$ cat config.mk
export PLATFORM = sky130hd
export DESIGN_NAME = rrs_top
export DESIGN_NICKNAME = d
export VERILOG_FILES = /design/src/rrs_pkg.sv /design/src/rrs_top.sv
export SDC_FILE = /design/constraint.sdc
export NUM_CORES = 1
export LEC_CHECK = 0
export BUFFER_PORTS_ARGS = -buffer_cell sky130_fd_sc_hd__buf_2
export CAP_MARGIN = 20
export CORE_MARGIN = 2
export CORE_UTILIZATION = 57
export DETAILED_ROUTE_END_ITERATION = 8
export GPL_ROUTABILITY_DRIVEN = 0
export PLACE_DENSITY = 0.93
export RECOVER_POWER = 50
export SYNTH_ARGS = -nofsm -noshare
export SYNTH_HDL_FRONTEND = slang
export SYNTH_SLANG_ARGS = --single-unit
$ cat constraint.sdc
create_clock -name sys_clk -period 3.5 [get_ports sys_clk]
set_clock_uncertainty 0.05 [all_clocks]
set_input_delay 0.7 -clock sys_clk [delete_from_list [all_inputs] [get_ports sys_clk]]
set_output_delay 0.7 -clock sys_clk [all_outputs]
set_load 0.005 [all_outputs]
$ cat src/rrs_pkg.sv
// Package with register map, field layout, reset values and timing constants of the relay reset block.
package rrs_pkg;
   // ---------------------------------------------------------------
   // Register offsets
   // ---------------------------------------------------------------
   localparam logic [7:0] CMD_OFS = 8'h00;
   localparam logic [7:0] CFG_OFS = 8'h04;
   localparam logic [7:0] STATUS_OFS = 8'h08;
   localparam logic [7:0] IRQ_STAT_OFS = 8'h0C;
   localparam logic [7:0] IRQ_MASK_OFS = 8'h10;
   // ---------------------------------------------------------------
   // Field positions
   // ---------------------------------------------------------------
   localparam int CMD_RST_BIT = 0;
   localparam int CMD_SLEEP_BIT = 1;
   localparam int ST_TER_BIT = 0;
   localparam int ST_LIMP_BIT = 1;
   localparam int ST_UV_BIT = 2;
   localparam int ST_MODE_LSB = 3;
   localparam int ST_CH_LSB = 8;
   localparam int EV_RESET_BIT = 0;
   localparam int EV_LIMP_BIT = 1;
   localparam int EV_WAKE_BIT = 2;
   localparam int EV_UV_BIT = 3;
   localparam int LIMP_CH_A = 4;
   localparam int LIMP_CH_B = 5;
   // ---------------------------------------------------------------
   // Selector codes and reset values
   // ---------------------------------------------------------------
   localparam logic [1:0] SEL_OFF = 2'h0;
   localparam logic [1:0] SEL_IN_A = 2'h1;
   localparam logic [1:0] SEL_IN_B = 2'h2;
   localparam logic [1:0] SEL_ON = 2'h3;
   localparam logic [15:0] CFG_RST = 16'h0000;
   localparam logic [3:0] IRQ_RST = 4'h0;
   // ---------------------------------------------------------------
   // Timing
   // ---------------------------------------------------------------
   localparam int CLK_NS = 10;
   localparam int UV_DELAY_NS = 1000;
   localparam int UV_DELAY_CYC = UV_DELAY_NS / CLK_NS;
   localparam int WAKE_US = 200;
   localparam int WAKE_CYC = WAKE_US * 1000 / CLK_NS;
   localparam int SYNC_CYC = 3;
   // ---------------------------------------------------------------
   // Operating modes
   // ---------------------------------------------------------------
   typedef enum logic [1:0] {
      MODE_SLEEP,
      MODE_WAKE,
      MODE_ACTIVE,
      MODE_LIMP
   } rrs_mode_t;
endpackage : rrs_pkg

$ cat src/rrs_top.sv
// Reset gathering, serial access guard and channel input selection of the eight channel relay switch.
// Operation
// RQ1: Any reset turns every channel off and restores register defaults.
// RQ2: Every reset of any origin sets the transmission error flag.
// RQ3: During undervoltage reset every read returns the diagnostic frame with error flag.
// RQ4: Undervoltage reset holds until all supplies are above threshold.
// RQ5: Undervoltage reset asserts within 1 us of a supply dropping low.
// RQ6: Writing the command reset bit as one clears all registers at once.
// RQ7: Entering limp home resets all writable registers.
// RQ8: In limp home reads keep working, showing limp status and flags.
// RQ9: In limp home every received command is ignored until it ends.
// RQ10: Per channel selector picks off, input a, input b or on.
// RQ11: An unconnected input pin reads low, so following channels switch off.
// RQ12: After wake-up the device is fully operational within 200 us.
// RQ13: High limp home input enters limp home, waking from sleep.
// RQ14: In limp home inputs a and b drive channels 4 and 5 directly.
// RQ15: Leaving limp home always enters sleep mode.
// RQ16: A followed pin high acts as on, low as off.
// RQ17: Selector codes are 00 off, 01 input a, 10 input b, 11 on.
// RQ18: All reset sources merge into one internal reset; sys_rst stays separate, int_rst merges undervoltage, command and limp entry.
`timescale 1ns/1ns
module rrs_top #(
   parameter int WAKE_CYCLES = rrs_pkg::WAKE_CYC,
   parameter int NUM_CH = 8
) (
   // Clock and reset
   input wire logic sys_clk,
   input wire logic sys_rst,
   // Register port
   input wire logic [7:0] reg_addr,
   input wire logic [31:0] reg_wdata,
   input wire logic reg_wr,
   input wire logic reg_rd,
   output logic [31:0] reg_rdata,
   // Supply monitors and pins
   input wire logic vbb_low,
   input wire logic vdd_low,
   input wire logic wake_req,
   input wire logic limp_home_input,
   input wire logic control_input_a,
   input wire logic control_input_b,
   // Outputs
   output logic [NUM_CH-1:0] ch_on,
   output logic uv_reset,
   output logic sleep_mode,
   output logic irq
);
   localparam int WW = $clog2(WAKE_CYCLES + 1);
   localparam logic [WW-1:0] WAKE_LAST = WW'(WAKE_CYCLES - 1);

   // ---------------------------------------------------------------
   // State
   // ---------------------------------------------------------------
   typedef struct packed {
      logic [5:0] sync1;
      logic [5:0] sync2;
      logic uv;
      rrs_pkg::rrs_mode_t mode;
      logic [WW-1:0] wake_cnt;
      logic [2*NUM_CH-1:0] cfg;
      logic transmission_error_flag;
      logic [3:0] irq_stat;
      logic [3:0] irq_mask;
      logic [31:0] rdata;
      logic [NUM_CH-1:0] ch;
      logic irq;
      logic sleep;
   } rrs_state_t;

   rrs_state_t st_reg;
   rrs_state_t st_next;
   logic vbb_s;
   logic vdd_s;
   logic wake_s;
   logic lh_s;
   logic ina_s;
   logic inb_s;
   logic cmd_rst;
   logic limp_entry;
   logic int_rst;
   logic wr_ok;
   logic [31:0] status_word;
   logic [3:0] ev;

   // Second stage of each synchroniser; only these feed logic.
   assign vbb_s = st_reg.sync2[0];
   assign vdd_s = st_reg.sync2[1];
   assign wake_s = st_reg.sync2[2];
   assign lh_s = st_reg.sync2[3];
   assign ina_s = st_reg.sync2[4];
   assign inb_s = st_reg.sync2[5];

   // ---------------------------------------------------------------
   // Next state
   // ---------------------------------------------------------------
   always_comb begin
      st_next = st_reg;
      // The pins carry a pull-down, so a floating input settles low and its channels stay off.
      st_next.sync1 = {control_input_b, control_input_a, limp_home_input, wake_req, vdd_low, vbb_low};
      st_next.sync2 = st_reg.sync1;
      // Undervoltage registers the synced comparators, so it holds while a supply is low, three register stages behind the pins.
      st_next.uv = vbb_s | vdd_s; // RQ4 RQ5
      // Writes are refused under undervoltage and in limp home; reads stay served.
      wr_ok = reg_wr && !st_reg.uv && (st_reg.mode != rrs_pkg::MODE_LIMP); // RQ9
      cmd_rst = wr_ok && (reg_addr == rrs_pkg::CMD_OFS) && reg_wdata[rrs_pkg::CMD_RST_BIT]; // RQ6
      limp_entry = lh_s && (st_reg.mode != rrs_pkg::MODE_LIMP); // RQ13
      int_rst = st_reg.uv | cmd_rst | limp_entry; // RQ18
      ev = '0;
      // Mode sequencing.
      case (st_reg.mode)
         rrs_pkg::MODE_SLEEP: begin
            if (wake_s) begin
               st_next.mode = rrs_pkg::MODE_WAKE;
               st_next.wake_cnt = '0;
            end
         end
         rrs_pkg::MODE_WAKE: begin
            // The wake delay is a counter so simulation can shorten it.
            if (st_reg.wake_cnt >= WAKE_LAST) begin // RQ12
               st_next.mode = rrs_pkg::MODE_ACTIVE;
               ev[rrs_pkg::EV_WAKE_BIT] = 1'b1;
            end else begin
               st_next.wake_cnt = st_reg.wake_cnt + 1'b1;
            end
         end
         rrs_pkg::MODE_ACTIVE: begin
            if (wr_ok && (reg_addr == rrs_pkg::CMD_OFS) && reg_wdata[rrs_pkg::CMD_SLEEP_BIT]) begin
               st_next.mode = rrs_pkg::MODE_SLEEP;
            end
         end
         rrs_pkg::MODE_LIMP: begin
            if (!lh_s) begin
               st_next.mode = rrs_pkg::MODE_SLEEP; // RQ15
            end
         end
         default: begin
            st_next.mode = rrs_pkg::MODE_SLEEP;
         end
      endcase
      if (limp_entry) begin
         st_next.mode = rrs_pkg::MODE_LIMP; // RQ13
         ev[rrs_pkg::EV_LIMP_BIT] = 1'b1;
      end
      ev[rrs_pkg::EV_UV_BIT] = st_next.uv & ~st_reg.uv;
      st_next.sleep = (st_next.mode == rrs_pkg::MODE_SLEEP);
      // Software writes.
      if (wr_ok && (reg_addr == rrs_pkg::CFG_OFS)) begin
         st_next.cfg = reg_wdata[2*NUM_CH-1:0];
      end
      if (wr_ok && (reg_addr == rrs_pkg::IRQ_MASK_OFS)) begin
         st_next.irq_mask = reg_wdata[3:0];
      end
      if (wr_ok && (reg_addr == rrs_pkg::STATUS_OFS) && reg_wdata[rrs_pkg::ST_TER_BIT]) begin
         st_next.transmission_error_flag = 1'b0;
      end
      if (wr_ok && (reg_addr == rrs_pkg::IRQ_STAT_OFS)) begin
         st_next.irq_stat = st_reg.irq_stat & ~reg_wdata[3:0];
      end
      // One merged reset restores defaults and marks the error flag.
      if (int_rst) begin
         st_next.cfg = rrs_pkg::CFG_RST; // RQ1 RQ6 RQ7
         st_next.irq_mask = rrs_pkg::IRQ_RST;
         st_next.irq_stat = rrs_pkg::IRQ_RST;
         st_next.transmission_error_flag = 1'b1; // RQ2
         ev[rrs_pkg::EV_RESET_BIT] = 1'b1;
      end
      // Event sets win over a clear in the same cycle.
      st_next.irq_stat = st_next.irq_stat | ev;
      st_next.irq = |(st_next.irq_stat & st_next.irq_mask);
      // Channel drive.
      st_next.ch = '0;
      if (int_rst) begin
         st_next.ch = '0; // RQ1
      end else if (st_reg.mode == rrs_pkg::MODE_LIMP) begin
         st_next.ch[rrs_pkg::LIMP_CH_A] = ina_s; // RQ14
         st_next.ch[rrs_pkg::LIMP_CH_B] = inb_s; // RQ14
      end else if (st_reg.mode == rrs_pkg::MODE_ACTIVE) begin
         for (int i = 0; i < NUM_CH; i++) begin
            case (st_reg.cfg[2*i +: 2]) // RQ10 RQ17
               rrs_pkg::SEL_OFF: st_next.ch[i] = 1'b0;
               rrs_pkg::SEL_IN_A: st_next.ch[i] = ina_s; // RQ16
               rrs_pkg::SEL_IN_B: st_next.ch[i] = inb_s; // RQ16
               rrs_pkg::SEL_ON: st_next.ch[i] = 1'b1;
               default: st_next.ch[i] = 1'b0;
            endcase
         end
      end
      // Read data.
      status_word = '0;
      status_word[rrs_pkg::ST_TER_BIT] = st_reg.transmission_error_flag;
      status_word[rrs_pkg::ST_LIMP_BIT] = (st_reg.mode == rrs_pkg::MODE_LIMP); // RQ8
      status_word[rrs_pkg::ST_UV_BIT] = st_reg.uv;
      status_word[rrs_pkg::ST_MODE_LSB +: 2] = st_reg.mode;
      status_word[rrs_pkg::ST_CH_LSB +: NUM_CH] = st_reg.ch;
      st_next.rdata = '0;
      if (reg_rd) begin
         if (st_reg.uv) begin
            // Under undervoltage the address is ignored and the diagnostic frame returned.
            st_next.rdata = status_word | 32'h0000_0001; // RQ3
         end else begin
            case (reg_addr)
               rrs_pkg::CFG_OFS: st_next.rdata[2*NUM_CH-1:0] = st_reg.cfg;
               rrs_pkg::STATUS_OFS: st_next.rdata = status_word; // RQ8
               rrs_pkg::IRQ_STAT_OFS: st_next.rdata[3:0] = st_reg.irq_stat;
               rrs_pkg::IRQ_MASK_OFS: st_next.rdata[3:0] = st_reg.irq_mask;
               default: st_next.rdata = '0;
            endcase
         end
      end
   end

   // ---------------------------------------------------------------
   // Registers
   // ---------------------------------------------------------------
   always_ff @(posedge sys_clk) begin
      if (sys_rst) begin
         st_reg <= '0; // RQ11
         st_reg.mode <= rrs_pkg::MODE_SLEEP;
         st_reg.sleep <= 1'b1;
         // A power-on is a reset too, so the flag starts set.
         st_reg.transmission_error_flag <= 1'b1; // RQ2
         st_reg.irq_stat <= 4'h1;
      end else begin
         st_reg <= st_next;
      end
   end

   assign reg_rdata = st_reg.rdata;
   assign ch_on = st_reg.ch;
   assign uv_reset = st_reg.uv;
   assign sleep_mode = st_reg.sleep;
   assign irq = st_reg.irq;
endmodule : rrs_top

==> impl_metrics.yaml <==
floorplanning:
  fp.coreArea_um2: 5990
  rows: 28
  start_util_pct: 59.7
  fp.dieW_um: 83.2
  io_pins: 93
  die_area_um2: 6920
  die_h_um: 83.2
clocking:
  cts.htree.levels: 3
  cts_root_buf: "clkbuf_8"
  cts_buffer_depth: 2
  ctsHoldBuffers: 0
  cts_inserted_buffers: 9
  post_cts_resized: 0
  postCtsSetupRepairBufs: 0
  cts_tree: "yes"
  clk_pin_slew_ps: 80
  insertion_delay_ps: 350
  cts_sinks: 81
worst_setup_path:
  crit_type: "reg2reg"
  crit_path_end: "st_reg[72]"
  crit_start: "st_reg[67]"
  worstRegToRegCells: 7
  critPathLaunchType: "flop"
  r2r-start: "st_reg[67]"
  cp-end-kind: "flop"
  reg2reg_to: "st_reg[72]"
  r2r_slack_ps: 950
  cp.required_ps: 3740
  cp_max_fo: 11
  arrival_ps: 2780
route:
  wirelength_um: 7350
  routedWlPerCell_um: 14.0
  vias: 2908
  viasPerCell: 5.53
  drt_iter0_drc: 168
  dr.pass1.iters: 5
  drtAntennaViolNets: 0
  drc_errors: 0
final_layout:
  area_growth_pct: 7.14
  drive_above_1_share_pct: 16.6
  nNetsFinal: 497
  fillers: 489
  antennaDiodeCount: 0
  largest_reg_flops: 45
global_route:
  gr-total-overflow: 0
  grt_pass1_wl_um: 11900
  antenna_found_initial: 0
  grt_pass1_vias: 2733
  grt_max_degree: 28
  groute.usage.overall_pct: 21.4
power_and_ir_drop:
  power.leakage_nw: 1.47
  peakVddDrop_uv: 300
  power_density_nw_per_um2: 460
  finalPower_mw: 1.76
yosys:
  synth.top_cells.by_count: "81 x dfxtp_1, 55 x nand2_1, 45 x nor2_1, 41 x buf_4, 34 x a21oi_1"
  synth_top_cell_by_area: "dfxtp_1"
  yosysSeqAreaShare_pct: 45.4
  syn_avg_cell_area_um2: 8.61
  yosys.area.top_type_share_pct: 45.4
  synth_most_common_cell: "dfxtp_1"
  synth_cell_types: 57
  async_flop_share_pct: 0
  synth.area.top_cells: "dfxtp_1 45%, buf_4 8.6%, nand2_1 5.8%, a21oi_1 4.8%, nor2_1 4.7%"
  netlist_instances: 415
  synth-edff-count: 0
  syn-cell-area_um2: 3570
  ys_ff_latch: 81
  yosysWarnings: 0
  synth_ff_type: "dfxtp_1"
sta:
  hold_viol_final: 0
  slew_viol_final: 0
  setup_viol: 0
  worst_pin_slew_ps: 1180
  setup_tns_ps: 0
  slew-limit-headroom_pct: 21.6
  max_freq_mhz: 393
  min_period_ps: 2550
  rsz0062_at_grt: "no"
  post-route-period-util_pct: 72.8
place:
  dp_hpwl_um: 5150
  io_buffer_count: 60
hold_path:
  hold_class: "reg2reg"
outcome:
  run_status: "finished clean"
flow_run:
  max-cap-violations: 0
kinds of logic (layout without fill, tap and decap cells):
group                      after synthesis  count (layout)  share of synthesized area (%)
AOI/OAI and AO/OA                       85              85                           14.5
muxes                                    9               9                           2.56
xor gates and xnor gates                 8               8                           1.96
adders and majority gates                1               1                          0.350
DFF                                     81              81                           45.4
buffers and inverters                   64              85                           11.7
other                                    1              16                          0.105
and+or+nand+nor                        166             166                           23.5
critical path, cell delays in order (launching register included):
cell and delay (ps):
dfxtp_1 350, ha_1 240, a21oi_1 130, o2111ai_1 190, a311oi_2 770, nand2_1 210
or4_1 450, nand2_1 90
stage by stage:
stage	worst slack [ps]	instance area [um^2]	instances	util, %	hold WS, ps
floorplan	1250	3630	430	-	364
global placement	939	3650	510	60.9	366
detailed placement	856	3650	510	60.9	377
CTS	956	3860	526	64.5	395
global route	786	3830	526	63.9	407
finish	953	3830	526	63.9	394
where the power goes:
part / internal [mW] / switching [mW] / leakage [nW]
Clock: 0.391 / 0.324 / 0.106
Combinational: 0.0357 / 0.0637 / 0.706
Sequential: 0.933 / 0.0133 / 0.656
Total: 1.36 / 0.401 / 1.47
area by class of cell:
class	instances	area [um^2]	share of cell area, %
Clock inverter	3	46.3	1.21
Inverter	7	26.3	0.686
Timing Repair Buffer	62	294	7.68
Multi-Input combinational cell	285	1580	41.2
Tap cell	75	93.8	2.45
Sequential cell	81	1620	42.3
Clock buffer	13	169	4.41
per-layer routing:
layer	vias to the layer above	global-route usage [%]	share of wire, %
li1	1420	-	-
met1	1316	25.1	41
met2	151	35.9	49
met3	21	4.47	7.5
met4	0	12.4	2.8
met5	-	0	0
worst min-delay path by stage:
| stage | startpoint | to | slack (ps) | depth (start not counted) |
|---|---|---|---|---|
| global placement | st_next[85] | st_reg[85] | 370 | 1 |
| floorplan | st_next[89] | ina_s | 360 | 1 |
| global route | st_reg[50] | st_reg[50] | 410 | 2 |
| finish | st_next[86] | st_reg[86] | 390 | 1 |
| CTS | st_next[85] | st_reg[85] | 390 | 1 |
| detailed placement | st_next[87] | st_reg[87] | 380 | 1 |
cells in the final DEF, fill, tap and decap left out, types with 3 or more instances in the layout:
cell type	synthesis	final
o21ai_0	16	16
nor2_1	45	45
a22oi_1	10	10
and3_1	4	5
nand2_1	55	55
clkbuf_1	7	15
dfxtp_1	81	81
nand3_1	14	14
inv_1	7	7
nor2b_1	16	16
o21ai_1	3	3
clkbuf_8	0	12
a21oi_1	34	34
buf_2	5	46
o21a_1	4	4
conb_1	1	16
xor2_1	6	6
nand4_1	7	7
mux2i_1	8	8
No activity file was read; power rests on OpenSTA's default activity.
